==> config.mk <==
export PLATFORM = sky130hd
export DESIGN_NAME = ufx_serial_unit
export DESIGN_NICKNAME = d
export VERILOG_FILES = /design/src/ufx_pkg.sv /design/src/ufx_cfg_if.sv /design/src/ufx_baud.sv /design/src/ufx_rx.sv /design/src/ufx_serial_unit.sv
export VERILOG_INCLUDE_DIRS = /design/src /design/src/src
export SDC_FILE = /design/constraint.sdc
export NUM_CORES = 1
export LEC_CHECK = 0
export BUFFER_PORTS_ARGS = -buffer_cell sky130_fd_sc_hd__buf_4
export CELL_PAD_IN_SITES_DETAIL_PLACEMENT = 0
export CELL_PAD_IN_SITES_GLOBAL_PLACEMENT = 1
export CORE_ASPECT_RATIO = 0.8
export CORE_UTILIZATION = 48
export DETAILED_ROUTE_END_ITERATION = 7
export PLACE_DENSITY = 0.95
export REMOVE_ABC_BUFFERS = 1
export SLEW_MARGIN = 20
export SYNTH_ARGS = -nofsm -noshare
export SYNTH_HDL_FRONTEND = slang
export SYNTH_SLANG_ARGS = --single-unit
==> constraint.sdc <==
create_clock -name mclk -period 4.7 [get_ports mclk]
set_input_delay 0.235 -clock mclk [delete_from_list [all_inputs] [get_ports mclk]]
set_output_delay 0.235 -clock mclk [all_outputs]
set_load 0.02 [all_outputs]
==> src/ufx_defines.svh <==
`ifndef UFX_DEFINES_SVH
`define UFX_DEFINES_SVH

// parity select field codes {parity_select_hi, parity_select_lo}
`define UFX_PS_NONE 2'b00
`define UFX_PS_ZERO 2'b01
`define UFX_PS_ODD 2'b10
`define UFX_PS_EVEN 2'b11

// character length: index of the last character bit and the data mask
`define UFX_LAST_BIT_8 3'h7
`define UFX_LAST_BIT_7 3'h6
`define UFX_MASK_8 8'hff
`define UFX_MASK_7 8'h7f

// baud generator limits
`define UFX_CLK_SEL_MAX 4'ha
`define UFX_DIV_MIN 8'h01
`define UFX_PRE_ONE 11'h001

// line levels
`define UFX_IDLE_LEVEL 1'b1
`define UFX_START_LEVEL 1'b0
`define UFX_STOP_LEVEL 1'b1
`define UFX_ZERO_PARITY 1'b0

`endif

==> src/ufx_pkg.sv <==
package ufx_pkg;

  typedef enum logic [1:0] {UFX_PAR_NONE, UFX_PAR_ZERO, UFX_PAR_ODD, UFX_PAR_EVEN} ufx_parity_t;

  typedef enum logic [2:0] {UFX_ST_IDLE, UFX_ST_START, UFX_ST_DATA, UFX_ST_PARITY, UFX_ST_STOP} ufx_state_t;

endpackage : ufx_pkg

==> src/ufx_cfg_if.sv <==
`timescale 1ns/1ps
// frame and rate settings shared by the transmitter, receiver and baud generators
interface ufx_cfg_if;
  logic [3:0] clk_sel;
  logic [7:0] divisor;
  logic char8;
  logic lsb_first;
  ufx_pkg::ufx_parity_t parity;
  modport src (output clk_sel, output divisor, output char8, output lsb_first, output parity);
  modport snk (input clk_sel, input divisor, input char8, input lsb_first, input parity);
endinterface : ufx_cfg_if

==> src/ufx_baud.sv <==
`timescale 1ns/1ps
`include "ufx_defines.svh"
// bit-rate enable: mclk / 2^clk_sel gives the base rate, divisor base ticks make one bit
module ufx_baud #(
  parameter int PRE_W = 11
) (
  input wire logic mclk,
  input wire logic run,
  input wire logic restart,
  ufx_cfg_if.snk cfg,
  output logic tick,
  output logic mid
);
  if (PRE_W < 11) begin : g_bad_width
    $error("ufx_baud: PRE_W must hold a prescale of 2^10");
  end

  logic [PRE_W-1:0] pre_cnt_reg;
  logic [7:0] div_cnt_reg;
  logic [3:0] sel;
  logic [PRE_W-1:0] pre_lim;
  logic [7:0] div_eff;
  logic base;

  // out-of-range selects clamp to the slowest prescale rather than wrapping
  assign sel = (cfg.clk_sel > `UFX_CLK_SEL_MAX) ? `UFX_CLK_SEL_MAX : cfg.clk_sel;
  assign pre_lim = PRE_W'((`UFX_PRE_ONE << sel) - `UFX_PRE_ONE);
  assign div_eff = (cfg.divisor < `UFX_DIV_MIN) ? `UFX_DIV_MIN : cfg.divisor;
  assign base = (pre_cnt_reg == pre_lim);
  assign tick = base && (div_cnt_reg == div_eff - `UFX_DIV_MIN);
  // mid point is the end of base tick div/2, so a divisor of 2 samples half way through the bit;
  // a divisor of 1 has no base tick inside the bit and then samples at the bit's end
  assign mid = base && (div_cnt_reg == ((div_eff - `UFX_DIV_MIN) >> 1));

  // prescaler, restarted so a bit always starts on a full period
  always_ff @(posedge mclk) begin
    if (!run || restart || base) begin
      pre_cnt_reg <= '0;
    end else begin
      pre_cnt_reg <= pre_cnt_reg + 1'b1;
    end
  end

  // divisor counter
  always_ff @(posedge mclk) begin
    if (!run || restart || tick) begin
      div_cnt_reg <= 8'h00;
    end else if (base) begin
      div_cnt_reg <= div_cnt_reg + 8'h01;
    end
  end
endmodule : ufx_baud

==> src/ufx_rx.sv <==
`timescale 1ns/1ps
`include "ufx_defines.svh"
// receiver: samples each bit at mid period, always one stop bit
module ufx_rx (
  input wire logic mclk,
  input wire logic run,
  input wire logic line,
  input wire logic mid,
  ufx_cfg_if.snk cfg,
  output logic restart,
  output logic [7:0] rx_data,
  output logic rx_valid,
  output logic rx_parity_err,
  output logic rx_frame_err
);
  ufx_pkg::ufx_state_t st_reg;
  logic [2:0] cnt_reg;
  logic [7:0] sh_reg;
  logic par_reg;
  logic [2:0] last;
  logic [2:0] idx;
  logic perr;

  assign last = cfg.char8 ? `UFX_LAST_BIT_8 : `UFX_LAST_BIT_7;
  assign idx = cfg.lsb_first ? cnt_reg : last - cnt_reg;
  assign restart = (st_reg == ufx_pkg::UFX_ST_IDLE) && !line;
  // even flags an odd count, odd flags an even count, zero and none never flag
  always_comb begin
    case (cfg.parity)
      ufx_pkg::UFX_PAR_EVEN: perr = ^sh_reg ^ par_reg;
      ufx_pkg::UFX_PAR_ODD: perr = ~(^sh_reg ^ par_reg);
      default: perr = 1'b0;
    endcase
  end

  // frame sequencer, reset by the receive enable
  always_ff @(posedge mclk) begin
    if (!run) begin
      st_reg <= ufx_pkg::UFX_ST_IDLE;
    end else begin
      case (st_reg)
        ufx_pkg::UFX_ST_IDLE: if (restart) st_reg <= ufx_pkg::UFX_ST_START;
        ufx_pkg::UFX_ST_START: if (mid) st_reg <= line ? ufx_pkg::UFX_ST_IDLE : ufx_pkg::UFX_ST_DATA;
        ufx_pkg::UFX_ST_DATA: begin
          if (mid && cnt_reg == last) begin
            st_reg <= (cfg.parity == ufx_pkg::UFX_PAR_NONE) ? ufx_pkg::UFX_ST_STOP : ufx_pkg::UFX_ST_PARITY;
          end
        end
        ufx_pkg::UFX_ST_PARITY: if (mid) st_reg <= ufx_pkg::UFX_ST_STOP;
        default: if (mid) st_reg <= ufx_pkg::UFX_ST_IDLE;
      endcase
    end
  end

  // bit capture
  always_ff @(posedge mclk) begin
    if (!run || restart) begin
      cnt_reg <= 3'h0;
      sh_reg <= 8'h00;
      par_reg <= 1'b0;
    end else if (mid && st_reg == ufx_pkg::UFX_ST_DATA) begin
      sh_reg[idx] <= line;
      cnt_reg <= cnt_reg + 3'h1;
    end else if (mid && st_reg == ufx_pkg::UFX_ST_PARITY) begin
      par_reg <= line;
    end
  end

  // result and status, updated once per frame at the stop sample
  always_ff @(posedge mclk) begin
    if (!run) begin
      rx_data <= 8'h00;
      rx_valid <= 1'b0;
      rx_parity_err <= 1'b0;
      rx_frame_err <= 1'b0;
    end else begin
      rx_valid <= mid && st_reg == ufx_pkg::UFX_ST_STOP;
      if (mid && st_reg == ufx_pkg::UFX_ST_STOP) begin
        rx_data <= sh_reg;
        rx_parity_err <= perr;
        rx_frame_err <= !line;
      end
    end
  end

  AST_RX_EVEN: assert property (@(posedge mclk) disable iff (!run)
    (mid && st_reg == ufx_pkg::UFX_ST_STOP && cfg.parity == ufx_pkg::UFX_PAR_EVEN)
      |=> rx_parity_err == (^rx_data ^ $past(par_reg))) else $error("even parity check wrong");
  AST_RX_ODD: assert property (@(posedge mclk) disable iff (!run)
    (mid && st_reg == ufx_pkg::UFX_ST_STOP && cfg.parity == ufx_pkg::UFX_PAR_ODD)
      |=> rx_parity_err == !(^rx_data ^ $past(par_reg))) else $error("odd parity check wrong");
  AST_RX_NOPAR: assert property (@(posedge mclk) disable iff (!run)
    (rx_valid && !cfg.parity[1]) |-> !rx_parity_err) else $error("parity error without checking");
  AST_RX_ONE_STOP: assert property (@(posedge mclk) disable iff (!run)
    (mid && st_reg == ufx_pkg::UFX_ST_STOP) |=> st_reg == ufx_pkg::UFX_ST_IDLE && rx_valid)
    else $error("receiver waited for a second stop bit");
  COV_RX_FRAME: cover property (@(posedge mclk) disable iff (!run) rx_valid && !rx_frame_err);
endmodule : ufx_rx

==> src/ufx_serial_unit.sv <==
`timescale 1ns/1ps
`include "ufx_defines.svh"
// What the document requires of this block and its software
// start, 7/8 data, optional parity, 1/2 stops
// bit order bit picks LSB or MSB first
// invert bit inverts the transmit line
// even parity: bit set on odd ones
// even parity receive flags odd count
// odd parity: bit set on even ones
// odd parity receive flags even count
// zero parity sends 0, never flags
// no parity: no bit, never flags
// software keeps parity select zero for LIN
// powered transmit line idles high
// powered, enabled, buffer write starts frame
// start, parity, stop bits inserted by hardware
// buffer moves to shift register, shifted out
// done pulse after final stop bit (code: pulse in the last mclk cycle of the pin's final stop bit)
// idle high until next buffer write
// power off: pins behave as port pins
// software follows the documented setup order
// one byte per frame, full duplex
// power off: line high, unit reset
// enable bits reset their own half
// receiver always uses one stop bit
// each bit lasts one baud period
// software changes order/invert only when disabled
module ufx_serial_unit (
  input wire logic mclk,
  input wire logic rst_n,
  input wire logic unit_power_bit,
  input wire logic tx_enable_bit,
  input wire logic rx_enable_bit,
  input wire logic parity_select_hi,
  input wire logic parity_select_lo,
  input wire logic char_length_bit,
  input wire logic stop_length_bit,
  input wire logic bit_order_bit,
  input wire logic tx_invert_bit,
  input wire logic [3:0] clock_select,
  input wire logic [7:0] baud_divisor,
  input wire logic tx_write,
  input wire logic [7:0] tx_data,
  input wire logic out_pin_direction,
  input wire logic out_pin_latch,
  input wire logic in_pin_direction,
  input wire logic serial_in_pin,
  output logic serial_out_pin,
  output logic serial_out_oe_n,
  output logic tx_buf_full,
  output logic tx_busy,
  output logic tx_done_irq,
  output logic [7:0] rx_data,
  output logic rx_valid,
  output logic rx_parity_err,
  output logic rx_frame_err
);
  logic unit_run;
  logic tx_run;
  logic rx_run;
  logic rx_line;
  logic tx_tick;
  logic rx_mid;
  logic rx_restart;
  ufx_pkg::ufx_parity_t parity_mode;
  ufx_cfg_if cfg ();

  // power off holds both halves and their bit timers in reset; the enables reset only their own half
  assign unit_run = rst_n && unit_power_bit;
  assign tx_run = unit_run && tx_enable_bit;
  assign rx_run = unit_run && rx_enable_bit;

  // receive input reads high unless powered and the pin is an input
  assign rx_line = (unit_power_bit && in_pin_direction) ? serial_in_pin : `UFX_IDLE_LEVEL;

  // parity field decode
  always_comb begin
    case ({parity_select_hi, parity_select_lo})
      `UFX_PS_ZERO: parity_mode = ufx_pkg::UFX_PAR_ZERO;
      `UFX_PS_ODD: parity_mode = ufx_pkg::UFX_PAR_ODD;
      `UFX_PS_EVEN: parity_mode = ufx_pkg::UFX_PAR_EVEN;
      default: parity_mode = ufx_pkg::UFX_PAR_NONE;
    endcase
  end

  // shared frame settings
  assign cfg.clk_sel = clock_select;
  assign cfg.divisor = baud_divisor;
  assign cfg.char8 = char_length_bit;
  assign cfg.lsb_first = bit_order_bit;
  assign cfg.parity = parity_mode;

  // ---------------- transmitter ----------------
  ufx_pkg::ufx_state_t tx_state_reg;
  logic [7:0] tx_buffer_reg;
  logic tx_buf_full_reg;
  logic [7:0] tx_shift_reg;
  logic [2:0] tx_bit_cnt_reg;
  logic tx_out_reg;
  logic tx_oe_n_reg;
  logic tx_done_reg;
  logic tx_load;
  logic [2:0] tx_last;
  logic [2:0] tx_idx;
  logic [7:0] tx_mask;
  logic tx_ones_odd;
  logic tx_par_bit;
  logic tx_data_end;
  logic tx_stop_end;
  logic tx_line_now;

  // the buffer empties into the shift register only between frames
  assign tx_load = tx_buf_full_reg && (tx_state_reg == ufx_pkg::UFX_ST_IDLE);
  assign tx_last = char_length_bit ? `UFX_LAST_BIT_8 : `UFX_LAST_BIT_7;
  assign tx_mask = char_length_bit ? `UFX_MASK_8 : `UFX_MASK_7;
  assign tx_idx = bit_order_bit ? tx_bit_cnt_reg : tx_last - tx_bit_cnt_reg;
  assign tx_ones_odd = ^(tx_shift_reg & tx_mask);
  assign tx_data_end = tx_tick && (tx_state_reg == ufx_pkg::UFX_ST_DATA) && (tx_bit_cnt_reg == tx_last);
  // second stop bit only when the stop length bit asks for it
  assign tx_stop_end = tx_tick && (tx_state_reg == ufx_pkg::UFX_ST_STOP) &&
                       (tx_bit_cnt_reg == {2'b00, stop_length_bit});

  // parity value chosen from the character's count of ones
  always_comb begin
    case (parity_mode)
      ufx_pkg::UFX_PAR_EVEN: tx_par_bit = tx_ones_odd;
      ufx_pkg::UFX_PAR_ODD: tx_par_bit = !tx_ones_odd;
      default: tx_par_bit = `UFX_ZERO_PARITY;
    endcase
  end

  // level the frame wants on the line right now, before inversion
  always_comb begin
    case (tx_state_reg)
      ufx_pkg::UFX_ST_START: tx_line_now = `UFX_START_LEVEL;
      ufx_pkg::UFX_ST_DATA: tx_line_now = tx_shift_reg[tx_idx];
      ufx_pkg::UFX_ST_PARITY: tx_line_now = tx_par_bit;
      ufx_pkg::UFX_ST_STOP: tx_line_now = `UFX_STOP_LEVEL;
      default: tx_line_now = `UFX_IDLE_LEVEL;
    endcase
  end

  // transmit buffer; a write while full overwrites, as software must poll first
  always_ff @(posedge mclk) begin
    if (!unit_run) begin
      tx_buffer_reg <= 8'h00;
    end else if (tx_run && tx_write) begin
      tx_buffer_reg <= tx_data;
    end
  end

  // buffer full flag: a write in the load cycle keeps it set
  always_ff @(posedge mclk) begin
    if (!tx_run) begin
      tx_buf_full_reg <= 1'b0;
    end else if (tx_write) begin
      tx_buf_full_reg <= 1'b1;
    end else if (tx_load) begin
      tx_buf_full_reg <= 1'b0;
    end
  end

  // shift register copy of the character
  always_ff @(posedge mclk) begin
    if (!unit_run) begin
      tx_shift_reg <= 8'h00;
    end else if (tx_load) begin
      tx_shift_reg <= tx_buffer_reg;
    end
  end

  // frame sequencer; stays idle until the buffer holds the next byte
  always_ff @(posedge mclk) begin
    if (!tx_run) begin
      tx_state_reg <= ufx_pkg::UFX_ST_IDLE;
    end else begin
      case (tx_state_reg)
        ufx_pkg::UFX_ST_IDLE: if (tx_load) tx_state_reg <= ufx_pkg::UFX_ST_START;
        ufx_pkg::UFX_ST_START: if (tx_tick) tx_state_reg <= ufx_pkg::UFX_ST_DATA;
        ufx_pkg::UFX_ST_DATA: begin
          if (tx_data_end) begin
            tx_state_reg <= (parity_mode == ufx_pkg::UFX_PAR_NONE) ? ufx_pkg::UFX_ST_STOP :
                            ufx_pkg::UFX_ST_PARITY;
          end
        end
        ufx_pkg::UFX_ST_PARITY: if (tx_tick) tx_state_reg <= ufx_pkg::UFX_ST_STOP;
        default: if (tx_stop_end) tx_state_reg <= ufx_pkg::UFX_ST_IDLE;
      endcase
    end
  end

  // counts character bits, then stop bits; cleared on every state change
  always_ff @(posedge mclk) begin
    if (!tx_run || tx_load) begin
      tx_bit_cnt_reg <= 3'h0;
    end else if (tx_tick) begin
      if (tx_data_end || tx_stop_end || tx_state_reg == ufx_pkg::UFX_ST_START ||
          tx_state_reg == ufx_pkg::UFX_ST_PARITY) begin
        tx_bit_cnt_reg <= 3'h0;
      end else begin
        tx_bit_cnt_reg <= tx_bit_cnt_reg + 3'h1;
      end
    end
  end

  // pin driver: unit data when powered, port latch otherwise; direction from the port
  always_ff @(posedge mclk) begin
    if (!rst_n) begin
      tx_out_reg <= `UFX_IDLE_LEVEL;
      tx_oe_n_reg <= 1'b1;
    end else begin
      tx_out_reg <= unit_power_bit ? (tx_line_now ^ tx_invert_bit) : out_pin_latch;
      tx_oe_n_reg <= out_pin_direction;
    end
  end

  // completion pulse covers the last mclk cycle of the pin's final stop bit, one cycle before the pin returns to idle
  always_ff @(posedge mclk) begin
    if (!tx_run) begin
      tx_done_reg <= 1'b0;
    end else begin
      tx_done_reg <= tx_stop_end;
    end
  end

  assign serial_out_pin = tx_out_reg;
  assign serial_out_oe_n = tx_oe_n_reg;
  assign tx_buf_full = tx_buf_full_reg;
  assign tx_busy = (tx_state_reg != ufx_pkg::UFX_ST_IDLE);
  assign tx_done_irq = tx_done_reg;

  // separate bit timers keep the two directions independent
  ufx_baud u_tx_baud (
    .mclk(mclk),
    .run(tx_run),
    .restart(tx_load),
    .cfg(cfg.snk),
    .tick(tx_tick),
    .mid()
  );

  ufx_baud u_rx_baud (
    .mclk(mclk),
    .run(rx_run),
    .restart(rx_restart),
    .cfg(cfg.snk),
    .tick(),
    .mid(rx_mid)
  );

  ufx_rx u_rx (
    .mclk(mclk),
    .run(rx_run),
    .line(rx_line),
    .mid(rx_mid),
    .cfg(cfg.snk),
    .restart(rx_restart),
    .rx_data(rx_data),
    .rx_valid(rx_valid),
    .rx_parity_err(rx_parity_err),
    .rx_frame_err(rx_frame_err)
  );

  // ---------------- checks ----------------
  AST_IDLE_HIGH: assert property (@(posedge mclk) disable iff (!rst_n)
    (unit_power_bit && !tx_invert_bit && tx_state_reg == ufx_pkg::UFX_ST_IDLE) |=> serial_out_pin)
    else $error("idle line not high");
  AST_INVERT_IDLE: assert property (@(posedge mclk) disable iff (!rst_n)
    (unit_power_bit && tx_invert_bit && tx_state_reg == ufx_pkg::UFX_ST_IDLE) |=> !serial_out_pin)
    else $error("inverted idle line not low");
  AST_POWER_OFF_PORT: assert property (@(posedge mclk) disable iff (!rst_n)
    !unit_power_bit |=> serial_out_pin == $past(out_pin_latch) && tx_state_reg == ufx_pkg::UFX_ST_IDLE)
    else $error("pin not released to port with power off");
  AST_START_BIT: assert property (@(posedge mclk) disable iff (!tx_run)
    (tx_load && !tx_invert_bit) ##1 (tx_run && !tx_invert_bit) |=> !serial_out_pin)
    else $error("no start bit after load");
  AST_LOAD_COPY: assert property (@(posedge mclk) disable iff (!tx_run)
    tx_load |=> tx_shift_reg == $past(tx_buffer_reg) && tx_state_reg == ufx_pkg::UFX_ST_START)
    else $error("buffer not moved to shift register");
  AST_PAR_EVEN: assert property (@(posedge mclk) disable iff (!tx_run)
    (tx_state_reg == ufx_pkg::UFX_ST_PARITY && parity_mode == ufx_pkg::UFX_PAR_EVEN)
      |-> tx_line_now == ^(tx_shift_reg & tx_mask)) else $error("even parity bit wrong");
  AST_PAR_ODD: assert property (@(posedge mclk) disable iff (!tx_run)
    (tx_state_reg == ufx_pkg::UFX_ST_PARITY && parity_mode == ufx_pkg::UFX_PAR_ODD)
      |-> tx_line_now != ^(tx_shift_reg & tx_mask)) else $error("odd parity bit wrong");
  AST_PAR_ZERO: assert property (@(posedge mclk) disable iff (!tx_run)
    (tx_state_reg == ufx_pkg::UFX_ST_PARITY && parity_mode == ufx_pkg::UFX_PAR_ZERO) |-> !tx_line_now)
    else $error("zero parity bit not zero");
  AST_NO_PARITY: assert property (@(posedge mclk) disable iff (!tx_run)
    (tx_data_end && parity_mode == ufx_pkg::UFX_PAR_NONE) |=> tx_state_reg == ufx_pkg::UFX_ST_STOP)
    else $error("parity slot sent with no parity");
  AST_LSB_ORDER: assert property (@(posedge mclk) disable iff (!tx_run)
    (tx_state_reg == ufx_pkg::UFX_ST_DATA && bit_order_bit) |-> tx_line_now == tx_shift_reg[tx_bit_cnt_reg])
    else $error("lsb-first order wrong");
  AST_DONE_PULSE: assert property (@(posedge mclk) disable iff (!tx_run)
    tx_done_irq |-> $past(tx_state_reg) == ufx_pkg::UFX_ST_STOP && $past(tx_tick) ##1 !tx_done_irq)
    else $error("done pulse not tied to last stop bit");
  AST_TXE_RESET: assert property (@(posedge mclk) disable iff (!rst_n)
    !tx_enable_bit |=> tx_state_reg == ufx_pkg::UFX_ST_IDLE && !tx_buf_full)
    else $error("transmit half not reset by enable");
  AST_BIT_HOLD: assert property (@(posedge mclk) disable iff (!tx_run)
    (tx_state_reg != ufx_pkg::UFX_ST_IDLE && !tx_tick) |=> $stable(tx_state_reg))
    else $error("bit ended without a baud tick");
  AST_STAY_IDLE: assert property (@(posedge mclk) disable iff (!tx_run)
    (tx_state_reg == ufx_pkg::UFX_ST_IDLE && !tx_buf_full_reg && !tx_write) |=>
      tx_state_reg == ufx_pkg::UFX_ST_IDLE) else $error("frame started without a write");
  AST_FRAME_DUPLEX: assert property (@(posedge mclk) disable iff (!rx_run)
    (tx_load && !rx_mid && !rx_restart) |=> $stable(u_rx.st_reg))
    else $error("receiver disturbed by transmitter");

  COV_EVEN_FRAME: cover property (@(posedge mclk) disable iff (!tx_run)
    tx_done_irq && parity_mode == ufx_pkg::UFX_PAR_EVEN);
  COV_TWO_STOP: cover property (@(posedge mclk) disable iff (!tx_run) tx_stop_end && stop_length_bit);
  COV_BACK_TO_BACK: cover property (@(posedge mclk) disable iff (!tx_run) tx_done_irq ##1 tx_load);
  COV_MSB_7BIT: cover property (@(posedge mclk) disable iff (!tx_run)
    tx_data_end && !bit_order_bit && !char_length_bit);
endmodule : ufx_serial_unit
==> After elaboration in Yosys (flattened, before gate mapping) <==
Index checks and enable logic that the tools add are counted.
{ "totals": {"mem_bits_ro": 0, "input_bits": 36, "out_inout_bits": 16, "memories": 0, "register_bits": 90, "mem_bits_rw": 0, "wordCells": 148, "latchBits": 0} }
{ "classes": {"shift": 1, "muxes": 34, "n_eq_ne": 29, "n_addsub": 10, "bitwise": 5, "div": 0, "order_cmp": 5, "mul": 0, "n_reduce_logical": 44} }
{ "op_table": {"columns": ["cell", "n"], "rows": [
  ["3-bit 2-to-1 mux", 14],
  ["3-bit one-hot mux with 4 select lines", 2],
  ["11-bit by 1-bit adder with 11-bit output, second input constant", 2],
  ["11-bit == test", 2],
  ["1-bit logical AND", 19],
  ["8-bit by 1-bit adder with 8-bit output, second input constant", 2],
  ["8-bit == test", 2],
  ["8-bit 2-to-1 mux", 2],
  ["8-bit XOR reduction", 2],
  ["3-bit by 2-bit == test with 1-bit output, second input constant", 4],
  ["1-bit by 4-bit left shift with 11-bit output, first input constant", 1],
  ["11-bit by 1-bit subtractor with 11-bit output, second input constant", 1],
  ["5-bit AND reduction", 2],
  ["1-bit logical OR", 9],
  ["8-bit bitwise AND", 1],
  ["8-bit bitwise mux", 1],
  ["2-bit == test, second input constant", 4],
  ["8-bit by 7-bit == test with 1-bit output", 1],
  ["3-bit by 4-bit < comparator with 1-bit output, second input constant", 2],
  ["8-bit by 1-bit < comparator with 1-bit output, second input constant", 1],
  ["2-bit by 1-bit != test with 1-bit output, second input constant", 4],
  ["2-bit != test, second input constant", 4],
  ["8-bit by 1-bit subtractor with 8-bit output, second input constant", 1],
  ["1-bit 2-to-1 mux", 7],
  ["25 further kinds", 38]
]} }

==> Longest topological paths before layout <==
{ "depth": {"ltp_word": 12, "depth_mapped": 15, "mapped_depth_nobuf": 10} }

==> Modules after synthesis <==
From an unflattened synthesis, not the netlist that was laid out.
{ "hier_totals": {"hier_cells": 787, "area_unflattened_um2": 6301.0} }
{ "by_module_without_submodules": {"columns": ["module", "cells_each", "n_inst", "area_each_um2", "seq_area_each_um2"], "rows": [
  ["ufx_baud", 232, 2, 1789.2, 380.4],
  ["ufx_serial_unit", 168, 1, 1362.6, 520.5],
  ["ufx_rx", 155, 1, 1360.1, 520.5]
]} }

==> Worst setup path after synthesis <==
Ideal clock, no wire load.
{ "synth_timing": {"kind": "input to register", "from": "input port clock_select[2]", "to": "register u_rx.rx_frame_err", "path_slack_ps": 1437, "setup_time_ps": 115, "path_buffers": 2, "t_arrival_ps": 3148, "t_required_ps": 4585, "stages": 11, "path_cell_list": "buf_6 -> buf_6 -> or4_4 -> ha_1 -> or3_4 -> o31a_1 -> a21boi_2 -> o2111ai_4 -> nor4_4 -> nand2_4 -> a31o_1"} }
{ "synth_between": {"elab_chain_cells": 7} }
{ "synth_rtl": {"columns": ["element", "line", "text"], "rows": [
  ["from (decl)", "ufx_serial_unit.sv:40", "input wire logic [3:0] clock_select,"],
  ["4-bit > comparator (no line)", null, null],
  ["4-bit 2-to-1 mux (*)", "ufx_baud.sv:26", "assign sel = (cfg.clk_sel > `UFX_CLK_SEL_MAX) ? `UFX_CLK_SEL_MAX : cfg.clk_sel;"],
  ["1-bit by 4-bit left shift with 11-bit output (no line) (*)", null, null],
  ["11-bit by 1-bit subtractor with 11-bit output (no line) (*)", null, null],
  ["11-bit == test (*)", "ufx_baud.sv:29", "assign base = (pre_cnt_reg == pre_lim);"],
  ["1-bit logical AND (*)", "ufx_baud.sv:33", "assign mid = base && (div_cnt_reg == ((div_eff - `UFX_DIV_MIN) >> 1));"],
  ["1-bit logical AND (*)", "ufx_rx.sv:78", "if (mid && st_reg == ufx_pkg::UFX_ST_STOP) begin"],
  ["to (signal assigned)", "ufx_rx.sv:81", "rx_frame_err <= !line;"],
  ["to (decl)", "ufx_rx.sv:14", "output logic rx_frame_err"]
]} }
Every way passes the cells marked *; elsewhere a longest branch is shown, timed or not.
A chain may end at the register's enable or synchronous reset.

==> Final worst setup path <==
{ "layout_timing": {"from": "input port baud_divisor[4]", "to": "register tx_state_reg[2]"} }
{ "layout_between": {"elab_chain_cells": 9, "elab_cells_between_ends": 14, "classes_between": "add/sub: 1; order compare: 1; eq/ne: 4; mux: 1; reduce/logical: 7"} }
{ "layout_rtl": {"columns": ["element", "line", "text"], "rows": [
  ["from (decl)", "ufx_serial_unit.sv:41", "input wire logic [7:0] baud_divisor,"],
  ["8-bit by 1-bit < comparator with 1-bit output (no line)", null, null],
  ["8-bit 2-to-1 mux (*)", "ufx_baud.sv:28", "assign div_eff = (cfg.divisor < `UFX_DIV_MIN) ? `UFX_DIV_MIN : cfg.divisor;"],
  ["8-bit by 1-bit subtractor with 8-bit output (no line) (*)", null, null],
  ["8-bit == test (no line) (*)", null, null],
  ["1-bit logical AND (*)", "ufx_baud.sv:30", "assign tick = base && (div_cnt_reg == div_eff - `UFX_DIV_MIN);"],
  ["1-bit logical AND, on equally long branches (2 in series)", "ufx_serial_unit.sv:120, ufx_serial_unit.sv:118", null],
  ["5-bit nonzero test (no line) or 2-bit != test (tied branches)", null, null],
  ["5-bit AND reduction (no line) (*)", null, null],
  ["to (signal assigned)", "ufx_serial_unit.sv:175", "tx_state_reg <= ufx_pkg::UFX_ST_IDLE;"],
  ["to (signal assigned)", "ufx_serial_unit.sv:178", "ufx_pkg::UFX_ST_IDLE: if (tx_load) tx_state_reg <= ufx_pkg::UFX_ST_START;"],
  ["to (signal assigned)", "ufx_serial_unit.sv:179", "ufx_pkg::UFX_ST_START: if (tx_tick) tx_state_reg <= ufx_pkg::UFX_ST_DATA;"],
  ["to (decl)", "ufx_serial_unit.sv:94", "ufx_pkg::ufx_state_t tx_state_reg;"]
]} }
Marks and branches as above.

==> flow_metrics.tcl <==
set metrics [dict create \
    status "finished, final reports clean" \
    finClkSkew_ns 0.00757 \
    coreArea_mm2 0.0111 \
    ant_nets 0 \
    cts_setup_buffers 0 \
    drtPass1Iterations 5 \
    wl_per_cell_um 14.9 \
    initial_core_util 0.505 \
    report.final.hold_viol_count 0 \
    dr.first_iter.drc_count 326 \
    hold_class "in2reg" \
    yosys_most_used_dff "dfxtp_1" \
    start_kind "primary input" \
    p_per_area_mw_per_mm2 259 \
    period_share 0.710 \
    grt_antenna_before_repair 0 \
    maxCapViolCount 0 \
    drive_above_1_share 0.126 \
    regArea_mm2 0.00180 \
    cp-end-kind "flip-flop" \
    rsz0062_at_grt "no" \
    clkSlewWorstSetupHoldPaths_ns 0.06 \
    route.detailed.drc 0 \
    leakage_nw 2.35 \
    ir_drop_v 0.000205 \
    layout_commonest_cell "nand2_1" \
    postCtsResizedCells 0 \
    cp-startpoint "baud_divisor[4]" \
    critical_path_class "in2reg" \
    ys_top_cells_by_area "dfxtp_1, xnor2_1, nand2_1" \
    max_slew_margin 0.470 \
    io_pins 52 \
    seq_area_frac_synth 0.321 \
    dp_slack_ns 1.03 \
    clock_path_buffers 2 \
    vias_per_cell 5.72 \
    row_count 34 \
    hold_buffers 0 \
    postSynth.asyncResetShare 0 \
    synth_seq_cells 90 \
    yosysUniqueCellTypes 73 \
    fin_ws_ns 1.36 \
    drv_slew 0 \
    finalSetupViolCount 0 \
    grt_pass1_vias 4594 \
    min_from "out_pin_direction" \
    port_buffers 51 \
    areaGrowthSynthToFinish_pct 12.7 \
    fin_crit_ns 3.34 \
    cts_max_level 3 \
    finalSetupTns_ns 0 \
    path_max_fanout 9 \
    fin_nets 776 \
    worstReg2RegStart "u_tx_baud.pre_cnt_reg[1]" \
    critical_path_arrival_ns 3.58 \
    multi_input_area_mm2 0.00359 \
    vias 5010 \
    syn_inst 697 \
    n_antenna_cell 0 \
    die_h_um 98.7 \
    max_freq_mhz 300 \
    yosysTopAreaCellShare 0.321 \
    place.gp.congestion 0.852 \
    cts_root_buffer "clkbuf_16" \
    max_slew.worst_pin.slew_ns 0.789 \
    total_power_w 0.00164 \
    layout_common_cells "nand2_1, dfxtp_1, nor2_1, buf_4, xnor2_1" \
    clkLatencyLatePin_ns 0.34 \
    cp.required_ns 4.94 \
    yosysTopAreaCell "dfxtp_1" \
    netlist_area_mm2 0.00561 \
    numCtsBuffers 9 \
    drt_wl_total_mm 13.1 \
    whs_ns 0.0771 \
    cts.sinks 90 \
    ys.warnings.count 0 \
    synth-edff-count 0 \
    die_area_mm2 0.0121 \
    grtUsageTotal 0.225 \
    die_x_um 123 \
    cts_tree "yes" \
    gr-total-overflow 0 \
    dp_hpwl_mm 9.78 \
    syn_avg_cell_area_um2 8.04 \
    fillers 1016 \
    grt_pass1_wl_mm 21.8 \
    grt_max_degree 25 \
]
-- metal layers --
| layer | up-vias | part of all wire | global-route usage |
|---|---|---|---|
| met3 | 15 | 0.054 | 0.0469 |
| met4 | 0 | 0.0093 | 0.0572 |
| met1 | 2336 | 0.49 | 0.312 |
| met2 | 138 | 0.45 | 0.355 |
| met5 | - | 0 | 0 |
| li1 | 2521 | - | - |
-- worst max-delay path, stage by stage --
cell,delay [ns]
buf_4,0.14
nor4_4,0.51
a31oi_1,0.25
ha_1,0.35
nor3b_1,0.20
xnor2_1,0.41
xor2_1,0.19
o2111ai_1,0.14
nor3_1,0.63
a31oi_1,0.21
a311oi_1,0.31
-- path summary, 6_finish.rpt --
check | end | slack (ns) | depth (start not counted)
worst min register to register | tx_shift_reg[6] | 0.46 | 2
worst min-delay path | serial_out_oe_n | 0.08 | 2
worst max-delay path | tx_state_reg[2] | 1.36 | 11
worst max register to register | u_tx_baud.div_cnt_reg[4] | 2.09 | 7
-- area by class of cell --
type / instances / area share
Multi-Input combinational cell: 557 / 0.568
Timing Repair Buffer: 52 / 0.0618
Clock inverter: 5 / 0.00892
Tap cell: 144 / 0.0285
Sequential cell: 90 / 0.285
Clock buffer: 10 / 0.0363
Inverter: 18 / 0.0107
-- report_power, final --
group          internal, W  switching (W)  total (W)
sequential        0.000766     0.00000361   0.000770
combinational    0.0000661      0.0000962   0.000162
clock             0.000408       0.000296   0.000705
-- per-stage QoR --
step | area (um2) | cells | util
CTS | 6310 | 876 | 0.568
global placement | 6030 | 861 | 0.543
global route | 6310 | 876 | 0.569
floorplan | 5460 | 665 | -
detailed placement | 6030 | 861 | 0.543
finish | 6310 | 876 | 0.569
-- kinds of logic (layout without fill, tap and decap cells) --
family                   count (synthesis)  after routing  share of synthesized area
multiplexers                            27             27                     0.0533
flip-flops                              90             90                      0.321
buffers and inverters                   50             85                     0.0388
adder cells (fa/ha/maj)                 12             12                     0.0268
XOR/XNOR                                73             73                      0.119
AND/OR/NAND/NOR                        320            320                      0.294
AO/OA/AOI/OAI                          125            125                      0.146
-- synth_stat cells (3+ instances only) --
library cell,number
nand2_1,102
dfxtp_1,90
nor2_1,61
xnor2_1,45
a21oi_1,42
nand3_1,32
xor2_1,26
nor3_1,25
mux2i_1,22
o21ai_0,21
clkbuf_1,20
inv_1,18
and3_1,16
nand4_1,13
ha_1,12
and2_1,8
buf_2,8
or3_1,8
nor4_1,7
nand2b_1,6
nor2b_1,6
o21a_1,6
o31ai_1,6
a31oi_1,5
nor3b_1,5
or2_2,5
a211oi_1,4
a21boi_0,4
a21o_1,4
nand3b_1,4
a211o_1,3
o21ai_1,3
o22ai_1,3
or4_1,3
No activity file was read; power rests on OpenSTA's default activity.
